==> config.mk <==
export PLATFORM = sky130hd
export DESIGN_NAME = uswl_top
export DESIGN_NICKNAME = d
export VERILOG_FILES = /design/src/rtl/uswl_pkg.sv /design/src/rtl/uswl_rx.sv /design/src/rtl/uswl_top.sv /design/src/rtl/uswl_tx.sv
export SDC_FILE = /design/constraint.sdc
export NUM_CORES = 1
export LEC_CHECK = 0
export BUFFER_PORTS_ARGS = -buffer_cell sky130_fd_sc_hd__buf_2
export CAP_MARGIN = 20
export CORE_MARGIN = 8
export CORE_UTILIZATION = 45
export DETAILED_ROUTE_END_ITERATION = 10
export GPL_TIMING_DRIVEN = 0
export PLACE_DENSITY = 0.57
export REMOVE_ABC_BUFFERS = 1
export SLEW_MARGIN = 10
export SYNTH_ARGS = -nofsm -noshare
export SYNTH_HDL_FRONTEND = slang
export SYNTH_SLANG_ARGS = --single-unit
==> constraint.sdc <==
create_clock -name clk_i -period 3.2 [get_ports clk_i]
set_input_delay 0.64 -clock clk_i [delete_from_list [all_inputs] [get_ports clk_i]]
set_output_delay 0.64 -clock clk_i [all_outputs]
set_load 0.01 [all_outputs]
==> src/rtl/uswl_pkg.sv <==
/*
 * Shared constants and types of the serial transceiver with stop-bit,
 * break, wake and wait-time handling: register map, field positions,
 * reset values, frame counts and carrier structs.
 * Assumes a single 10 MHz clock and a synchronous active-low reset.
 */
package uswl_pkg;

	// ==========================================================
	// Register map (word index on the plain register port)
	localparam logic [3:0] USWL_A_CTRL     = 4'h0;
	localparam logic [3:0] USWL_A_BAUD     = 4'h1;
	localparam logic [3:0] USWL_A_TXDATA   = 4'h2;
	localparam logic [3:0] USWL_A_RXDATA   = 4'h3;
	localparam logic [3:0] USWL_A_STAT_LO  = 4'h4;
	localparam logic [3:0] USWL_A_STAT_HI  = 4'h5;
	localparam logic [3:0] USWL_A_PARAM1   = 4'h6;
	localparam logic [3:0] USWL_A_IRQ_STAT = 4'h7;
	localparam logic [3:0] USWL_A_IRQ_MASK = 4'h8;

	localparam int USWL_AW = 4;
	localparam int USWL_DW = 16;

	// ==========================================================
	// Field positions
	localparam int USWL_STHI_TX_WRITE_ERROR_FLAG = 7;
	localparam int USWL_STLO_AVAIL = 0;
	localparam int USWL_STLO_FRAMING_ERROR_FLAG  = 1;
	localparam int USWL_STLO_OVR   = 2;
	localparam int USWL_STLO_BUSY  = 3;
	localparam int USWL_STLO_SLEEP = 4;
	localparam int USWL_TX_LAST    = 8;

	// Interrupt status / mask bits
	localparam int USWL_IRQ_N     = 6;
	localparam int USWL_IRQ_RX    = 0;
	localparam int USWL_IRQ_FRAMING_ERROR_FLAG  = 1;
	localparam int USWL_IRQ_OVR   = 2;
	localparam int USWL_IRQ_TX_WRITE_ERROR_FLAG = 3;
	localparam int USWL_IRQ_WAIT  = 4;
	localparam int USWL_IRQ_WAKE  = 5;

	// ==========================================================
	// Stop-bit select encodings
	localparam logic [1:0] USWL_STOP_TWO_CHK2 = 2'h2;
	localparam logic [1:0] USWL_STOP_TWO_CHK1 = 2'h3;

	// ==========================================================
	// Frame and buffer figures
	localparam int         USWL_DATA_BITS  = 8;
	localparam int         USWL_BREAK_BITS = 13;
	localparam int         USWL_FIFO_DEPTH = 8;
	localparam logic [3:0] USWL_FIFO_FULL  = 4'h8;
	localparam logic [15:0] USWL_BAUD_RST  = 16'h0056;

	typedef struct packed {
		logic [4:0] spare;
		logic       sleep_req;
		logic       smartcard_t1;
		logic       sleep_run_enable;
		logic       wake_enable;
		logic       send_break_bit;
		logic       addr_detect_mode;
		logic       stop_polarity_mode;
		logic [1:0] stop_bit_select;
		logic       rx_en;
		logic       tx_en;
	} uswl_ctrl_s;

	localparam uswl_ctrl_s USWL_CTRL_RST = '0;

	typedef struct packed {
		logic       framing_error_flag;
		logic [7:0] data;
	} uswl_rxent_s;

	typedef struct packed {
		logic       brk;
		logic       two_stop;
		logic [7:0] data;
	} uswl_txreq_s;

	// Two stop bits sent for select values 2 and 3
	function automatic logic uswl_two_stop(input logic [1:0] sel);
		return (sel == USWL_STOP_TWO_CHK2) || (sel == USWL_STOP_TWO_CHK1);
	endfunction

endpackage

==> src/rtl/uswl_rx.sv <==
/*
 * Serial receiver with mid-bit sampling. Checks the first stop bit,
 * and the second one as well when check_two_i is high.
 * Assumes rxd_i is already synchronous to clk_i.
 */
`timescale 1ns/10ps
module uswl_rx import uswl_pkg::*; (
	input  wire logic        clk_i,
	input  wire logic        rst_n_i,
	input  wire logic        ce_i,
	input  wire logic        en_i,
	input  wire logic        rxd_i,
	input  wire logic [15:0] baud_i,
	input  wire logic        check_two_i,
	output logic             start_o,
	output logic             done_o,
	output uswl_rxent_s      ent_o
);
	typedef enum logic [2:0] {RX_IDLE, RX_START, RX_DATA, RX_STOP1, RX_STOP2} uswl_rxst_e;

	uswl_rxst_e  st_r;
	logic [15:0] div_r;
	logic [2:0]  bit_r;
	logic [7:0]  sh_r;

	// ==========================================================
	// Frame state machine
	always_ff @(posedge clk_i) begin
		if (!rst_n_i) begin
			st_r    <= RX_IDLE;
			div_r   <= '0;
			bit_r   <= '0;
			sh_r    <= '0;
			start_o <= 1'b0;
			done_o  <= 1'b0;
			ent_o   <= '0;
		end else if (ce_i) begin
			start_o <= 1'b0;
			done_o  <= 1'b0;
			if (st_r != RX_IDLE && div_r != '0) begin
				div_r <= div_r - 16'h0001;
			end else begin
				unique case (st_r)
				RX_IDLE: begin
					if (en_i && !rxd_i) begin
						st_r    <= RX_START;
						div_r   <= {1'b0, baud_i[15:1]};
						start_o <= 1'b1;
					end
				end
				RX_START: begin
					// Glitch shorter than half a bit is dropped
					st_r  <= rxd_i ? RX_IDLE : RX_DATA;
					div_r <= baud_i;
					bit_r <= '0;
				end
				RX_DATA: begin
					sh_r  <= {rxd_i, sh_r[7:1]};
					div_r <= baud_i;
					bit_r <= bit_r + 3'h1;
					if (bit_r == 3'(USWL_DATA_BITS - 1))
						st_r <= RX_STOP1;
				end
				RX_STOP1: begin
					ent_o.data <= sh_r;
					ent_o.framing_error_flag <= !rxd_i;
					if (check_two_i) begin
						st_r  <= RX_STOP2;
						div_r <= baud_i;
					end else begin
						st_r   <= RX_IDLE;
						done_o <= 1'b1;
					end
				end
				RX_STOP2: begin
					ent_o.framing_error_flag <= ent_o.framing_error_flag | !rxd_i;
					st_r       <= RX_IDLE;
					done_o     <= 1'b1;
				end
				endcase
			end
		end
	end

endmodule

==> src/rtl/uswl_top.sv <==
/*
 * Serial transceiver top: register port, eight-entry receive buffer,
 * transmit holding register, break sequencing, sleep/wake and the
 * interrupt status, mask and output.
 * Assumes a plain register master: one-cycle strobes, read data in the
 * cycle after the read strobe, serial input synchronous to clk_i.
 */
// How it works
// - Select 2, mode 0: two stops, both checked
// - Select 3: send two stops, check first only
// - Ninth char into full buffer sets overrun, dropped
// - Write-error bit 7 upper status, one clear
// - Disabling transmitter clears write-error bit
// - Address mode: param write with break sends break, content
// - Hardware clears send-break bit after break handled
// - Sleep-run and wake enables both set; reception wakes
// - T=1 wait event only after last-marked character
`timescale 1ns/10ps
module uswl_top import uswl_pkg::*; (
	input  wire logic                clk_i,
	input  wire logic                rst_n_i,
	input  wire logic                ce_i,
	input  wire logic [USWL_AW-1:0]  addr_i,
	input  wire logic [USWL_DW-1:0]  wdata_i,
	input  wire logic                wr_i,
	input  wire logic                rd_i,
	output logic      [USWL_DW-1:0]  rdata_o,
	input  wire logic                rxd_i,
	output logic                     txd_o,
	output logic                     asleep_o,
	output logic                     irq_o
);
	uswl_ctrl_s              ctrl_r;
	logic [15:0]             baud_r;
	logic [7:0]              param1_r;
	logic [8:0]              hold_r;
	logic                    hold_v_r;
	logic                    p1_pend_r;
	logic                    tx_last_r;
	logic                    tx_write_error_flag_r;
	logic                    ovr_r;
	logic [USWL_IRQ_N-1:0]   irq_st_r;
	logic [USWL_IRQ_N-1:0]   irq_mask_r;
	uswl_rxent_s             fifo_r [USWL_FIFO_DEPTH];
	logic [2:0]              wp_r;
	logic [2:0]              rp_r;
	logic [3:0]              cnt_r;

	logic                    wr_ctrl;
	logic                    wr_txd;
	logic                    wr_p1;
	logic                    rd_rxd;
	logic                    rd_irq;
	logic                    pop;
	logic                    push;
	logic                    tx_busy;
	logic                    tx_done;
	logic                    tx_start;
	logic                    tx_brk;
	logic                    tx_from_p1;
	uswl_txreq_s             tx_req;
	logic                    rx_start;
	logic                    rx_done;
	uswl_rxent_s             rx_ent;
	logic                    wake;
	logic                    rx_check_two;
	logic [USWL_IRQ_N-1:0]   irq_set;
	uswl_ctrl_s              wctrl;

	// ==========================================================
	// Access decode
	assign wctrl   = uswl_ctrl_s'(wdata_i);
	assign wr_ctrl = wr_i && addr_i == USWL_A_CTRL;
	assign wr_txd  = wr_i && addr_i == USWL_A_TXDATA;
	assign wr_p1   = wr_i && addr_i == USWL_A_PARAM1;
	assign rd_rxd  = rd_i && addr_i == USWL_A_RXDATA;
	assign rd_irq  = rd_i && addr_i == USWL_A_IRQ_STAT;
	assign pop     = rd_rxd && cnt_r != '0;
	assign push    = rx_done && cnt_r != USWL_FIFO_FULL;

	// ==========================================================
	// Control register
	always_ff @(posedge clk_i) begin
		if (!rst_n_i) begin
			ctrl_r <= USWL_CTRL_RST;
		end else if (ce_i) begin
			if (wr_ctrl)
				ctrl_r <= wctrl;
			else if (wake)
				ctrl_r.sleep_req <= 1'b0;
			// Software setting the bit in the same cycle wins
			if (tx_start && tx_brk && !(wr_ctrl && wctrl.send_break_bit))
				ctrl_r.send_break_bit <= 1'b0;
		end
	end

	always_ff @(posedge clk_i) begin
		if (!rst_n_i) begin
			baud_r   <= USWL_BAUD_RST;
			param1_r <= '0;
		end else if (ce_i) begin
			if (wr_i && addr_i == USWL_A_BAUD)
				baud_r <= wdata_i;
			if (wr_p1)
				param1_r <= wdata_i[7:0];
		end
	end

	// ==========================================================
	// Transmit queueing: break first, then parameter, then holding
	assign tx_brk     = ctrl_r.send_break_bit && (p1_pend_r || hold_v_r);
	assign tx_from_p1 = !tx_brk && p1_pend_r;
	assign tx_start   = ctrl_r.tx_en && !tx_busy && (tx_brk || p1_pend_r || hold_v_r);
	assign tx_req     = '{brk:      tx_brk,
	                      two_stop: uswl_two_stop(ctrl_r.stop_bit_select),
	                      data:     tx_from_p1 ? param1_r : hold_r[7:0]};

	always_ff @(posedge clk_i) begin
		if (!rst_n_i) begin
			p1_pend_r <= 1'b0;
		end else if (ce_i) begin
			if (!ctrl_r.tx_en)
				p1_pend_r <= 1'b0;
			else if (wr_p1 && ctrl_r.addr_detect_mode)
				p1_pend_r <= 1'b1;
			else if (tx_start && tx_from_p1)
				p1_pend_r <= 1'b0;
		end
	end

	always_ff @(posedge clk_i) begin
		if (!rst_n_i) begin
			hold_r    <= '0;
			hold_v_r  <= 1'b0;
			tx_last_r <= 1'b0;
		end else if (ce_i) begin
			if (!ctrl_r.tx_en)
				hold_v_r <= 1'b0;
			else if (wr_txd && !hold_v_r) begin
				hold_r   <= wdata_i[8:0];
				hold_v_r <= 1'b1;
			end else if (tx_start && !tx_brk && !tx_from_p1)
				hold_v_r <= 1'b0;
			if (tx_start)
				tx_last_r <= !tx_brk && !tx_from_p1 && hold_r[USWL_TX_LAST];
		end
	end

	// Write error: data written while the holding register is full
	always_ff @(posedge clk_i) begin
		if (!rst_n_i) begin
			tx_write_error_flag_r <= 1'b0;
		end else if (ce_i) begin
			if (ctrl_r.tx_en && wr_txd && hold_v_r)
				tx_write_error_flag_r <= 1'b1;
			else if (wr_ctrl && !wctrl.tx_en)
				tx_write_error_flag_r <= 1'b0;
			else if (wr_i && addr_i == USWL_A_STAT_HI && wdata_i[USWL_STHI_TX_WRITE_ERROR_FLAG])
				tx_write_error_flag_r <= 1'b0;
		end
	end

	uswl_tx u_tx (
		.clk_i   (clk_i),
		.rst_n_i (rst_n_i),
		.ce_i    (ce_i),
		.start_i (tx_start),
		.req_i   (tx_req),
		.baud_i  (baud_r),
		.busy_o  (tx_busy),
		.done_o  (tx_done),
		.txd_o   (txd_o)
	);

	// ==========================================================
	// Receiver and buffer
	assign rx_check_two = ctrl_r.stop_bit_select == USWL_STOP_TWO_CHK2
	                      && !ctrl_r.stop_polarity_mode;

	uswl_rx u_rx (
		.clk_i       (clk_i),
		.rst_n_i     (rst_n_i),
		.ce_i        (ce_i),
		.en_i        (ctrl_r.rx_en),
		.rxd_i       (rxd_i),
		.baud_i      (baud_r),
		.check_two_i (rx_check_two),
		.start_o     (rx_start),
		.done_o      (rx_done),
		.ent_o       (rx_ent)
	);

	always_ff @(posedge clk_i) begin
		if (ce_i && push)
			fifo_r[wp_r] <= rx_ent;
	end

	always_ff @(posedge clk_i) begin
		if (!rst_n_i) begin
			wp_r  <= '0;
			rp_r  <= '0;
			cnt_r <= '0;
		end else if (ce_i) begin
			if (push)
				wp_r <= wp_r + 3'h1;
			if (pop)
				rp_r <= rp_r + 3'h1;
			cnt_r <= cnt_r + 4'(push) - 4'(pop);
		end
	end

	// Overrun stays until cleared or the buffer is read
	always_ff @(posedge clk_i) begin
		if (!rst_n_i) begin
			ovr_r <= 1'b0;
		end else if (ce_i) begin
			if (rx_done && cnt_r == USWL_FIFO_FULL)
				ovr_r <= 1'b1;
			else if (pop)
				ovr_r <= 1'b0;
			else if (wr_i && addr_i == USWL_A_STAT_LO && wdata_i[USWL_STLO_OVR])
				ovr_r <= 1'b0;
		end
	end

	// ==========================================================
	// Sleep and wake
	assign asleep_o = ctrl_r.sleep_req;
	assign wake     = ctrl_r.sleep_req && rx_start
	                  && ctrl_r.sleep_run_enable && ctrl_r.wake_enable;

	// ==========================================================
	// Interrupts
	always_comb begin
		irq_set                 = '0;
		irq_set[USWL_IRQ_RX]    = push;
		irq_set[USWL_IRQ_FRAMING_ERROR_FLAG]  = push && rx_ent.framing_error_flag;
		irq_set[USWL_IRQ_OVR]   = rx_done && cnt_r == USWL_FIFO_FULL;
		irq_set[USWL_IRQ_TX_WRITE_ERROR_FLAG] = ctrl_r.tx_en && wr_txd && hold_v_r;
		irq_set[USWL_IRQ_WAIT]  = tx_done && ctrl_r.smartcard_t1 && tx_last_r;
		irq_set[USWL_IRQ_WAKE]  = wake;
	end

	always_ff @(posedge clk_i) begin
		if (!rst_n_i) begin
			irq_st_r   <= '0;
			irq_mask_r <= '0;
		end else if (ce_i) begin
			irq_st_r <= (rd_irq ? '0 : irq_st_r) | irq_set;
			if (wr_i && addr_i == USWL_A_IRQ_MASK)
				irq_mask_r <= wdata_i[USWL_IRQ_N-1:0];
		end
	end

	assign irq_o = |(irq_st_r & irq_mask_r);

	// ==========================================================
	// Read data, one cycle after the strobe
	always_ff @(posedge clk_i) begin
		if (!rst_n_i) begin
			rdata_o <= '0;
		end else if (ce_i) begin
			rdata_o <= '0;
			if (rd_i) begin
				unique case (addr_i)
				USWL_A_CTRL:     rdata_o <= USWL_DW'(ctrl_r);
				USWL_A_BAUD:     rdata_o <= baud_r;
				USWL_A_TXDATA:   rdata_o <= USWL_DW'(hold_r);
				USWL_A_RXDATA:   rdata_o <= (cnt_r != '0)
				                            ? USWL_DW'(fifo_r[rp_r]) : '0;
				USWL_A_STAT_LO: begin
					rdata_o[USWL_STLO_AVAIL] <= cnt_r != '0;
					rdata_o[USWL_STLO_FRAMING_ERROR_FLAG]  <= cnt_r != '0 && fifo_r[rp_r].framing_error_flag;
					rdata_o[USWL_STLO_OVR]   <= ovr_r;
					rdata_o[USWL_STLO_BUSY]  <= tx_busy || hold_v_r || p1_pend_r;
					rdata_o[USWL_STLO_SLEEP] <= ctrl_r.sleep_req;
				end
				USWL_A_STAT_HI:  rdata_o[USWL_STHI_TX_WRITE_ERROR_FLAG] <= tx_write_error_flag_r;
				USWL_A_PARAM1:   rdata_o <= USWL_DW'(param1_r);
				USWL_A_IRQ_STAT: rdata_o <= USWL_DW'(irq_st_r);
				USWL_A_IRQ_MASK: rdata_o <= USWL_DW'(irq_mask_r);
				default:         rdata_o <= '0;
				endcase
			end
		end
	end

endmodule

==> src/rtl/uswl_tx.sv <==
/*
 * Serial transmitter: one start bit, eight data bits LSB first, one or
 * two stop bits, or a break of eleven low bits followed by two high bits.
 * Assumes the caller starts it only while busy_o is low.
 */
`timescale 1ns/10ps
module uswl_tx import uswl_pkg::*; (
	input  wire logic        clk_i,
	input  wire logic        rst_n_i,
	input  wire logic        ce_i,
	input  wire logic        start_i,
	input  wire uswl_txreq_s req_i,
	input  wire logic [15:0] baud_i,
	output logic             busy_o,
	output logic             done_o,
	output logic             txd_o
);
	logic [15:0] div_r;
	logic [4:0]  left_r;
	logic [11:0] shift_r;

	// ==========================================================
	// Bit timing and shifting
	always_ff @(posedge clk_i) begin
		if (!rst_n_i) begin
			div_r   <= '0;
			left_r  <= '0;
			shift_r <= '1;
			busy_o  <= 1'b0;
			done_o  <= 1'b0;
			txd_o   <= 1'b1;
		end else if (ce_i) begin
			done_o <= 1'b0;
			if (!busy_o) begin
				if (start_i) begin
					busy_o <= 1'b1;
					div_r  <= baud_i;
					txd_o  <= 1'b0;
					if (req_i.brk) begin
						shift_r <= 12'h800;
						left_r  <= 5'(USWL_BREAK_BITS);
					end else begin
						shift_r <= {2'b11, 1'b1, req_i.data, 1'b0};
						left_r  <= req_i.two_stop ? 5'(USWL_DATA_BITS + 3)
						                          : 5'(USWL_DATA_BITS + 2);
					end
				end
			end else if (div_r != '0) begin
				div_r <= div_r - 16'h0001;
			end else begin
				div_r <= baud_i;
				if (left_r == 5'h01) begin
					busy_o <= 1'b0;
					done_o <= 1'b1;
					txd_o  <= 1'b1;
				end else begin
					shift_r <= {1'b1, shift_r[11:1]};
					txd_o   <= shift_r[1];
				end
				left_r <= left_r - 5'h01;
			end
		end
	end

endmodule

* After elaboration in Yosys (flattened, before gate mapping)
Memories as Yosys holds them, arrays and structs flattened. A register that Yosys moved wholly into a read port is not among the register bits. Cells that the tools add are included. W data, S select, Z words.
Operators by class: add/sub/neg operators 8, equality and inequality tests 26, bitwise logic cells 4, muxes and demuxes 69, reductions and logical operators 95
Operators with widths (number):
- $mux W16 | 7
- $mux W12 | 4
- $pmux W16 S3 | 1
- $logic_and A1 B1 Y1 | 42
- $pmux W5 S8 | 1
- $mux W1 | 34
- $pmux W8 S4 | 1
- $reduce_bool A16 Y1 | 2
- $sub A16 B1 Y16 const B | 2
- $reduce_and A2 Y1 | 14
- $mux W5 | 4
- $reduce_and A3 Y1 | 6
- $eq A4 B3 Y1 const B | 4
- $mux W3 | 5
- $pmux W3 S5 | 1
- $pmux W2 S7 | 1
- $reduce_and A4 Y1 | 3
- $mux W11 | 1
- $reduce_bool A2 Y1 | 5
- $add A3 B1 Y3 const B | 3
- $mux W9 | 1
- $ne A3 B1 Y1 const B | 3
- $reduce_bool A3 Y1 | 3
- $eq A4 B2 Y1 const B | 2
- 32 further kinds | 52
Storage, ports and cells: register bits 169, output and inout port bits 19, memories kept 1, memory bits (writable) 72
Memories:
- fifo_r | depth 8, width 9, read ports 1, clocked after memory_dff 1, wr ports 1, line uswl_top.sv:44 | uswl_rxent_s fifo_r [USWL_FIFO_DEPTH];

* Logic depth before layout (Yosys ltp)
Gate-level depths: netlist of the first run.
word-level depth 10, mapped depth 14

* Hierarchy
Synthesis of the first run repeated with hierarchy kept, for this count alone.
Unflattened totals: cells, all modules 1159, area, all modules 11786.3 µm²
By module, submodules not included:
- uswl_top | sequential area each 4063.9 µm², instances 1, cells each 654, area each 7442.1 µm²
- uswl_rx | sequential area each 820.8 µm², instances 1, cells each 270, area each 2386.0 µm²
- uswl_tx | sequential area each 680.7 µm², instances 1, cells each 235, area each 1958.1 µm²

* Least setup slack after synthesis of the first run
Ideal clock, no wire load.
kind input -> register, start point input addr_i[3], end point register cnt_r[2], slack 327 ps, data required time 3072 ps, data arrival time 2745 ps, cell stages on the path 12, library setup time 128 ps, cell sequence buf_2 nor4_2 and2_1 ha_1 inv_1 ha_1 inv_1 fa_1 xor2_1 nor2_1 a21oi_1 nor2_1
On the way: cells in the longest elaborated chain, start to end 4
RTL lines:
- start, declared | line uswl_top.sv:23 | input wire logic [USWL_AW-1:0] addr_i,
- $eq A4 B2 Y1 | line uswl_top.sv:76 | assign rd_rxd = rd_i && addr_i == USWL_A_RXDATA;
- $logic_and A1 B1 Y1 | line uswl_top.sv:76
- $logic_and A1 B1 Y1 | line uswl_top.sv:78 | assign pop = rd_rxd && cnt_r != '0;
- $sub A4 B1 Y4 | line uswl_top.sv:208 | cnt_r <= cnt_r + 4'(push) - 4'(pop);
- end signal, assigned | line uswl_top.sv:208
- end, declared | line uswl_top.sv:47 | logic [3:0] cnt_r;
Every way passes these cells. A chain may end at the register's enable or synchronous reset.

* Worst setup path after layout of the first run
start point register cnt_r[2], end point register cnt_r[2]
On the way: cells in the longest elaborated chain, start to end 4
RTL lines:
- $ne A4 B4 Y1 | line uswl_top.sv:79 | assign push = rx_done && cnt_r != USWL_FIFO_FULL;
- $logic_and A1 B1 Y1 | line uswl_top.sv:79
- $add A4 B1 Y4 | line uswl_top.sv:208
- $sub A4 B1 Y4 (*) | line uswl_top.sv:208
Mark *: on every way between the ends. The rest lies on a longest branch, timed or not.

==> out/metrics.yaml, run 1 <==
clock_network:
  cts_root_buf: "clkbuf_16"
  insertion_delay_ns: 0.54
  ctsHtreeMaxLevel: 1
  cts.clk_slew.worst_paths_ns: 0.06
  cts.sinks: 242
  tritoncts: "yes"
  cts_buffer_depth: 3
  cts_hold_buf: 0
  cts_made_buffers: 27
finish:
  n_antenna_cell: 0
  fin_nets: 1238
  utilization_pct: 51.7
  n_fill_cell: 2273
  multiInputGateArea_um2: 5520
  regArea_um2: 5570
  drive_gt1_share_pct: 14.3
  area_growth_pct: 13.3
detailed_routing:
  wl_per_cell_um: 19.9
  drt_first_pass_iters: 5
  vias: 8977
  wl_um: 30800
  ant_nets: 0
  via_per_inst: 5.81
  drt_iter0_markers: 703
  drc: 0
global_routing:
  grt_pass1_wl_um: 49100
  grt_pass1_vias: 8620
  antenna_found_initial: 0
  grtUsageTotal_pct: 19.6
  grt_overflow: 0
  grt_max_degree: 78
pwr:
  ir_drop_mv: 0.537
  power.density_nw_per_um2: 597
  p_leak_nw: 4.58
synth:
  syn_avg_cell_area_um2: 9.67
  synth-async-reset-ratio_pct: 0
  synthFlopType: "dfxtp_1"
  synthMuxAreaShare_pct: 11.6
  ys_warn_count: 0
  synth_compound_area_share_pct: 14.5
  synth_xor_area_share_pct: 0.613
  synth_edf_count: 72
  syn_area_um2: 11400
  synth_top_family_by_area: "simple AND/OR/NAND/NOR gates"
  ys_types: 77
  synthCells: 1182
  yosysSeqAreaShare_pct: 48.7
  yosys.area_share.simple_pct: 19.1
  synthAdderAreaFrac_pct: 1.93
  ys_seq_elements: 242
floorplan:
  die_height_um: 175
  placeableCoreArea_um2: 25000
  row_count: 58
  ioPinCount: 45
  die_w_um: 175
  die-area_um2: 30700
  start_util_pct: 45.6
sta:
  setup_tns_ns: 0
  whs_ns: 0.353
  fin_crit_sh_pct: 91.2
  clock.fmax_mhz: 342
  setup_viol: 0
  hold_viol_final: 0
  skew_ns: 0.0137
  min_period_ns: 2.92
  rsz0062_at_grt: "no"
  slew-limit-headroom_pct: 30.3
  report.final.slew_viol_count: 0
  tightestPinTransition_ns: 1.04
setup_path:
  worst_path_max_delay_cell: "nor4_4"
  crit_chain: "inv_1, ha_1, nor3b_1, nor4_4, and2_1, ha_1, inv_1, ha_1, inv_1, fa_1, xor2_1, nor2_1, a21oi_1, nor2_1"
  cp.required_ns: 3.62
  crit_fanout: 10
  critical_path_class: "flop to flop"
  end_kind: "flop"
  critPathMaxStageDelay_ns: 0.52
  start_kind: "flop"
  worstPathArrival_ns: 3.34
status:
  status: "finished clean"
min_path:
  min_path_type: "primary input to flop"
run:
  cap_violations: 0
placement:
  dp.final_hpwl_um: 21100
  portBuffers: 44
  globalplace.congestion: 0.825
## where the power goes
group	switching [W]	internal, W
Clock	0.00129	0.00191
Combinational	0.000829	0.000433
Sequential	0.0000809	0.00319
Total	0.00220	0.00552
## critical path, delay by kind of cell, from the launching register on
kind / cells / cell delay, ns
AND/OR/NAND/NOR: 5 / 1.02
adder cells (fa/ha/maj): 4 / 0.96
flip-flops: 1 / 0.33
buffers and inverters: 3 / 0.20
XOR/XNOR: 1 / 0.16
AO/OA/AOI/OAI: 1 / 0.14
## routing by layer
| layer | up-vias | global-route usage, % | routed length [µm] |
|---|---|---|---|
| met3 | 51 | 2.13 | 1130 |
| met5 | - | 0 | 0 |
| met1 | 4385 | 26.8 | 14300 |
| met2 | 181 | 31.8 | 14500 |
| met4 | 0 | 6.57 | 901 |
| li1 | 4360 | - | - |
## stage by stage
stage / worst slack, ns / std cells / power, W / area, µm²
global route: 0.0261 / 1546 / 0.00805 / 12900
floorplan: 0.275 / 1104 / 0.00421 / 11100
detailed placement: -0.359 / 1496 / 0.00458 / 12000
CTS: 0.00235 / 1546 / 0.00779 / 12900
global placement: -2.15 / 1478 / 0.00455 / 11700
finish: 0.280 / 1546 / 0.00772 / 12900
## final cells by class
class	count	share of cell area, %
Inverter	23	0.686
Multi-Input combinational cell	839	42.6
Clock buffer	34	5.81
Timing Repair Buffer	62	3.36
Clock inverter	16	1.32
Sequential cell	242	43.0
Tap cell	330	3.19
## placed cells by master (no fill, tap or decap), types with 6 or more instances in the layout
| master | netlist | layout |
|---|---|---|
| nand2_1 | 169 | 169 |
| dfxtp_1 | 170 | 169 |
| nor2_1 | 99 | 99 |
| a21oi_1 | 98 | 98 |
| mux2i_1 | 77 | 77 |
| edfxtp_1 | 72 | 72 |
| buf_2 | 20 | 45 |
| o21ai_0 | 43 | 43 |
| nand3_1 | 39 | 39 |
| clkbuf_16 | 0 | 27 |
| inv_1 | 22 | 22 |
| nor2b_1 | 19 | 19 |
| nor3_1 | 22 | 19 |
| a31oi_1 | 18 | 18 |
| mux4_2 | 18 | 18 |
| ha_1 | 16 | 16 |
| nand4_1 | 13 | 13 |
| mux2_2 | 13 | 13 |
| a22oi_1 | 12 | 12 |
| or3_1 | 12 | 12 |
| o22ai_1 | 10 | 10 |
| nor4_1 | 11 | 9 |
| or4_1 | 8 | 8 |
| and3_1 | 7 | 7 |
| nand2b_1 | 7 | 7 |
| buf_4 | 0 | 7 |
| and2_1 | 6 | 6 |
| a32o_1 | 6 | 6 |
| o31ai_1 | 6 | 6 |
| o31a_1 | 6 | 6 |
| a211oi_1 | 7 | 6 |
| clkinvlp_4 | 0 | 6 |
| buf_6 | 1 | 6 |
## final timing paths
| check | start | to | slack (ns) | depth (start not counted) |
|---|---|---|---|---|
| worst max-delay path | cnt_r[2] | cnt_r[2] | 0.28 | 14 |
| worst min-delay path | wdata_i[15] | baud_r[15] | 0.35 | 3 |
| worst max register to register | cnt_r[2] | cnt_r[2] | 0.28 | 14 |
| worst min register to register | rdata_o[0] | rdata_o[0] | 0.45 | 2 |
## state kept, by name (all words and copies together), names as in the netlist, 3 cells and up, named ones only
| name | flops |
|---|---|
| fifo_r | 72 |
| baud_r | 16 |
| rdata_o | 16 |
| u_rx.div_r | 16 |
| u_tx.div_r | 16 |
| ctrl_r | 15 |
| u_tx.shift_r | 10 |
| hold_r | 9 |
| u_rx.ent_o | 9 |
| param1_r | 8 |
| u_rx.sh_r | 8 |
| irq_mask_r | 6 |
| irq_st_r | 6 |
| u_tx.left_r | 5 |
| cnt_r | 4 |
| rp_r | 3 |
| u_rx.bit_r | 3 |
| u_rx.st_r | 3 |
| wp_r | 3 |
## cells by family after synthesis
family / count (synthesis)
and+or+nand+nor: 445
AOI/OAI and AO/OA: 261
DFF: 242
muxes: 108
buffers and inverters: 101
adders and majority gates: 17
xor gates and xnor gates: 8
## cell usage after synthesis, types with 5 or more instances
cell type	instances	area, µm²
a21o_1	5	37.5
inv_1	22	82.6
a21oi_1	98	490
clkbuf_1	49	184
o31ai_1	6	45.0
mux2_2	13	146
or4_1	8	60.1
nand3_1	39	195
ha_1	16	200
nand2b_1	7	43.8
nor2_1	99	372
nor2b_1	19	119
nand2_1	169	634
o31a_1	6	52.6
a32oi_1	5	43.8
a221oi_1	5	43.8
a22oi_1	12	90.1
buf_1	8	30.0
o21ai_0	43	215
edfxtp_1	72	2160
xor2_1	5	43.8
nor3_1	22	110
a31oi_1	18	113
nand4_1	13	81.3
or3_1	12	75.1
a32o_1	6	60.1
o22ai_1	10	62.6
mux2i_1	77	771
and2_1	6	37.5
dfxtp_1	170	3400
a211oi_1	7	52.6
buf_2	20	100
nor3b_1	5	37.5
mux4_2	18	405
nor4_1	11	68.8
and3_1	7	43.8
## repair_timing
| action | in CTS | in global routing |
|---|---|---|
| resized for setup | 0 | 2 |
| buffers inserted | 0 | 0 |
| endpoints found under the setup margin | 0 | 4 |
| endpoints found under the hold margin | 0 | 0 |
Note: power is estimated with default switching activity, not from simulation.
==> inputs of run 2 (changes only) <==
SYNTH_HIERARCHICAL = 1   (was not set)
==> out/metrics.yaml, run 2 <==
synth:
  syn_avg_cell_area_um2: 10.2  # +5.2%
  ys_types: 86  # +12%
  synth_common_cells: "dfxtp_1 (170), nand2_1 (136), mux2i_1 (76)"
  ys_seq_elements: 242  # unchanged
  synth.most_common_cell: "dfxtp_1"
  syn_area_um2: 11800  # +3.1%
  synth_edf_count: 72  # unchanged
  synth_area_leaders: "dfxtp_1 (29%), edfxtp_1 (18%), mux2i_1 (6.5%), nand2_1 (4.3%), nor2b_1 (2.8%)"
  synthFlopType: "dfxtp_1"
  synth_top_area_share_pct: 28.9  # -0.91 points
  ys_warn_count: 6  # +6
  yosysSeqAreaShare_pct: 47.2  # -1.5 points
  synth-async-reset-ratio_pct: 0  # unchanged
  synthCells: 1159  # -1.9%
  synth_top_cell_by_area: "dfxtp_1"
finish:
  final_area_um2: 13200  # +1.8%
  n_antenna_cell: 0  # unchanged
  drive_gt1_share_pct: 14.9  # +0.56 points
  area_growth_pct: 11.8
  layout_common_cells: "dfxtp_1 (169), nand2_1 (136), mux2i_1 (76)"
  fin_nets: 1215  # -1.9%
  largest_reg_flops: 72  # unchanged
  largest-register: "fifo_r"
  n_fill_cell: 2400  # +5.6%
  final_common_cell: "dfxtp_1"
clock_network:
  tritoncts: "yes"
  ctsHtreeMaxLevel: 1  # unchanged
  cts_hold_buf: 0  # unchanged
  cts_buffer_depth: 3  # unchanged
  insertion_delay_ns: 0.53  # about the same
  cts.sinks: 242  # unchanged
  cts_root_buf: "clkbuf_16"
  cts_made_buffers: 27  # unchanged
  cts.clk_slew.worst_paths_ns: 0.06  # about the same
sta:
  skew_ns: 0.0114  # -0.00236 ns
  setup_viol: 0  # unchanged
  hold_viol_final: 0  # unchanged
  min_period_ns: 3.00  # +0.0781 ns
  clock.fmax_mhz: 334  # -2.6%
  fin_crit_sh_pct: 93.7  # +2.4 points
  rsz0062_at_grt: "no"
  slew-limit-headroom_pct: 36.3  # +6.0 points
  tightestPinTransition_ns: 0.952  # -0.0892 ns
  report.final.slew_viol_count: 0  # unchanged
detailed_routing:
  wl_per_cell_um: 19.6  # -1.5%
  drc: 0  # unchanged
  vias: 8800  # -2.0%
  via_per_inst: 5.77  # -0.62%
  drt_first_pass_iters: 5  # unchanged
  drt_iter0_markers: 622  # -12%
  wl_um: 29900  # -2.8%
  ant_nets: 0  # unchanged
placement:
  dpl_cell_area_um2: 12300  # +2.0%
  portBuffers: 44  # unchanged
  globalplace.congestion: 0.794  # -3.7%
  dp.final_hpwl_um: 20300  # -3.9%
floorplan:
  ioPinCount: 45  # unchanged
  die_height_um: 178  # +1.4%
  die_w_um: 178  # +1.4%
  die-area_um2: 31600  # +2.9%
  start_util_pct: 45.5  # -0.15 points
  row_count: 59  # +1.7%
  placeableCoreArea_um2: 25900  # +3.5%
setup_path:
  ff2ff_path_depth: 7  # -7
  worstPathArrival_ns: 3.45  # +0.11 ns
  critical_path_class: "flop to flop"
  start_kind: "flop"
  cp.required_ns: 3.65  # +0.03 ns
  end_kind: "flop"
  crit_fanout: 19  # +9
min_path:
  min_path_type: "primary input to flop"
  hold_depth: 3  # unchanged
pwr:
  p_leak_nw: 5.03  # +9.9%
  ir_drop_mv: 0.431  # -20%
  power.density_nw_per_um2: 500  # -16%
  finalPower_w: 0.00659  # -15%
status:
  status: "finished clean"
global_routing:
  grt_pass1_vias: 8385  # -2.7%
  grtUsageTotal_pct: 18.8  # -0.78 points
  grt_max_degree: 82  # +5.1%
  grt_pass1_wl_um: 48000  # -2.2%
  grt_overflow: 0  # unchanged
  antenna_found_initial: 0  # unchanged
run:
  cap_violations: 0  # unchanged
==> run 2: changes by cell type after synthesis, moves of 10 or more <==
| cell | before | now |
|---|---|---|
| a21oi_1 | 98 | 53 |
| o21ai_0 | 43 | 54 |
| nor2b_1 | 19 | 53 |
| nand3_1 | 39 | 29 |
| mux2_2 | 13 | 23 |
| and2_1 | 6 | 17 |
| nor2_1 | 99 | 61 |
| nand2_1 | 169 | 136 |
| a21boi_0 | 0 | 33 |
==> run 2: area by class of cell <==
class	count	area (µm²)	area share, %
inverter	29	109	0.826
multi-input combinational	816	5830	44.2
tap	335	419	3.18
timing repair buffer	56	362	2.74
sequential	242	5570	42.2
clock buffer	37	753	5.71
clock inverter	10	148	1.12
==> run 2: logic make-up after synthesis <==
group / synth area share, %
AO/OA/AOI/OAI: 15.1
XOR/XNOR: 0.446
adder cells (fa/ha/maj): 1.87
buffers and inverters: 3.82
flip-flops: 47.2
multiplexers: 12.4
AND/OR/NAND/NOR: 19.1
==> run 2: stage by stage <==
step | setup TNS (ns) | worst slack (ns) | cells | utilization [%] | hold slack (ns)
after floorplan | 0 | 0.373 | 1087 | - | 0.440
after global placement | -89.15 | -1.20 | 1466 | 46.6 | 0.448
after detailed placement | -3.64 | -0.426 | 1477 | 47.3 | 0.447
after CTS | 0 | 0.0371 | 1524 | 50.8 | 0.362
after global routing | 0 | 0.00664 | 1525 | 50.9 | 0.378
final | 0 | 0.202 | 1525 | 50.9 | 0.379
==> run 2: worst paths after layout <==
path	startpoint	end	slack [ns]
setup reg to reg	u_rx/div_r[0]	u_rx/div_r[1]	0.20
hold reg to reg	rdata_o[0]	rdata_o[0]	0.45
hold / removal	wdata_i[15]	ctrl_r[15]	0.38
setup / recovery	u_rx/div_r[0]	u_rx/div_r[1]	0.20
==> run 2: layer usage <==
layer	global-route usage, %	vias up	part of all wire (%)
li1	-	4296	-
met1	26.5	4262	48
met2	30.0	200	46
met3	2.23	42	3.9
met4	4.90	0	2.3
met5	0	-	0
==> run 2: where the power goes <==
group | total, W | switching, W | internal (W)
Clock | 0.00319 | 0.00124 | 0.00195
Combinational | 0.000241 | 0.000157 | 0.0000839
Sequential | 0.00316 | 0.0000115 | 0.00315
==> run 2: repair_timing <==
action | CTS | global route
gates resized for setup | 1 | 2
buffers inserted | 0 | 0
pin swaps | 0 | 0
cloned | 0 | 0
endpoints found under the setup margin | 1 | 2
==> run 2: worst max-delay path, stage by stage (launching register included) <==
cell and delay [ns]:
dfxtp_1 0.34, inv_1 0.12, ha_1 0.17, nor4b_2 0.35, nand4_1 0.58, nand2_1 0.81, mux2_2 0.41, o22ai_1 0.14
==> inputs of run 3 (changes only) <==
ABC_CLOCK_PERIOD_IN_PS = 3200   (was not set)
SETUP_SLACK_MARGIN = 0.5   (was not set)
==> out/metrics.yaml, run 3 (synthesis gave the netlist of run 2 again) <==
sta:
  setup_ws_ns: 0.689  # +0.487 ns
  fin_crit_sh_pct: 78.5  # -15 points
  rsz0062_at_grt: "no"
  hold_viol_final: 0  # unchanged
  setup_tns_ns: 0  # unchanged
  report.final.slew_viol_count: 0  # unchanged
  skew_ns: 0.00978  # -0.00161 ns
  min_period_ns: 2.51  # -0.487 ns
  clock.fmax_mhz: 398  # +19%
  slew-limit-headroom_pct: 41.9  # +5.6 points
  tightestPinTransition_ns: 0.871  # -0.0816 ns
  setup_viol: 0  # unchanged
clock_network:
  insertion_delay_ns: 0.53  # about the same
  cts_buffer_depth: 3  # unchanged
  ctsHtreeMaxLevel: 1  # unchanged
  cts.sinks: 242  # unchanged
  cts_root_buf: "clkbuf_16"
  cts_made_buffers: 27  # unchanged
  cts.clk_slew.worst_paths_ns: 0.06  # about the same
  tritoncts: "yes"
finish:
  final_area_um2: 13200  # +0.31%
  area_growth_pct: 12.2
  drive_gt1_share_pct: 15.6  # +0.72 points
  final_common_cell: "dfxtp_1"
  fin_nets: 1218  # +0.25%
  largest_reg_flops: 72  # unchanged
  n_antenna_cell: 0  # unchanged
  layout_common_cells: "dfxtp_1 (167), nand2_1 (135), mux2i_1 (76)"
  final_cells: 1528  # +0.20%
  largest-register: "fifo_r"
pwr:
  ir_drop_mv: 0.432  # +0.11%
  cell_internal_pwr_w: 0.00519  # +0.15%
  p_clk_share_pct: 48.3  # about the same
  power.net_switching_w: 0.00141  # -0.14%
  switching_share_pct: 21.3  # -0.048 points
  finalPower_w: 0.00660  # about the same
  pwr-share-seq_pct: 47.9  # about the same
  power.density_nw_per_um2: 499  # -0.23%
  p_comb_share_pct: 3.8  # about the same
  p_leak_nw: 5.07  # +0.71%
setup_path:
  r2r-start: "u_rx/st_r[1]"
  crit_fanout: 21  # +2
  worst_path_max_delay_cell: "dfxtp_1"
  cp.required_ns: 3.66  # about the same
  cp-startpoint: "u_rx/st_r[1]"
  crit_chain: "or3_1, o21ai_1, a21oi_2, buf_6, and2_1, a32o_1"
  end_kind: "flop"
  worstPathArrival_ns: 2.97  # -0.48 ns
  critical_path_class: "flop to flop"
  critPathMaxStageDelay_ns: 0.62  # -0.19 ns
  start_kind: "flop"
  reg2reg_slack_ns: 0.69  # +0.49 ns
placement:
  globalplace.congestion: 0.794  # unchanged
  dp.final_hpwl_um: 20300  # unchanged
  dpl_cell_area_um2: 12300  # unchanged
  dpl.cell_count: 1477  # unchanged
  place_ws_ns: -0.426  # unchanged
  portBuffers: 44  # unchanged
detailed_routing:
  wl_um: 30000  # +0.26%
  drc: 0  # unchanged
  drt_iter0_markers: 594  # -4.5%
  drt_first_pass_iters: 5  # unchanged
  wl_per_cell_um: 19.6  # about the same
  vias: 8829  # +0.33%
  ant_nets: 0  # unchanged
  via_per_inst: 5.78  # +0.13%
floorplan:
  die_height_um: 178  # unchanged
  placeableCoreArea_um2: 25900  # unchanged
  row_count: 59  # unchanged
  ioPinCount: 45  # unchanged
  start_util_pct: 45.5  # unchanged
  die-area_um2: 31600  # unchanged
  die_w_um: 178  # unchanged
global_routing:
  grt_max_degree: 82  # unchanged
  grt_overflow: 0  # unchanged
  antenna_found_initial: 0  # unchanged
  grtUsageTotal_pct: 18.8  # +0.050 points
  grt_pass1_wl_um: 48100  # +0.22%
  grt_pass1_vias: 8400  # +0.18%
status:
  status: "finished clean"
min_path:
  hp-start: "wdata_i[15]"
  min_path_type: "primary input to flop"
run:
  cap_violations: 0  # unchanged
-- run 3: cell count changes in the layout (fill, tap and decap cells not counted), sizes merged --
cell / delta
clkbuf: -1
buf: +4
-- run 3: what timing repair did --
action                                 4_1_cts  5_1_grt
setup endpoints to repair                   59       29
endpoints found under the hold margin        0        0
pin swaps                                    1        1
hold buffers                                 0        0
gates resized for setup                      9        4
buffers inserted                             1        3
-- run 3: through the flow --
step | hold slack (ns) | util [%]
finish | 0.380 | 51.0
global route | 0.378 | 51.0
CTS | 0.362 | 50.9
detailed placement | 0.447 | 47.3
global placement | 0.448 | 46.6
floorplan | 0.440 | -
-- run 3: layout make-up --
class                           instances  area (µm²)
Tap cell                              335         419
Timing Repair Buffer                   59         383
Sequential cell                       242        5570
Clock buffer                           37         753
Clock inverter                         10         148
Inverter                               29         109
Fill cell                            2407       12700
Multi-Input combinational cell        816        5840
-- run 3: path summary, 6_finish.rpt --
path,to,cells after the start
worst min-delay path,ctrl_r[15],3
worst max register to register,u_rx/div_r[13],6
worst min register to register,rdata_o[0],2
worst max-delay path,u_rx/div_r[13],6
-- run 3: routing by layer --
metal	vias up	global-route usage (%)	part of all wire, %
met3	42	2.23	4.2
li1	4307	-	-
met5	-	0	0
met4	0	4.90	2.4
met1	4280	26.6	47
met2	200	30.1	46
-- run 3: worst max-delay path: cells and delay by family (launching register included) --
kind                   cells  cell delay, ns
buffers and inverters      1            0.21
AO/OA/AOI/OAI              3            0.61
flip-flops                 1            0.62
AND/OR/NAND/NOR            2            1.02
-- run 3: power groups by stage --
stage | Combinational [W] | Clock [W] | Sequential [W]
floorplan | 0.000117 | 0 | 0.00322
global placement | 0.000237 | 0 | 0.00323
detailed placement | 0.000239 | 0 | 0.00323
CTS | 0.000245 | 0.00325 | 0.00316
global route | 0.000273 | 0.00338 | 0.00316
finish | 0.000251 | 0.00318 | 0.00316
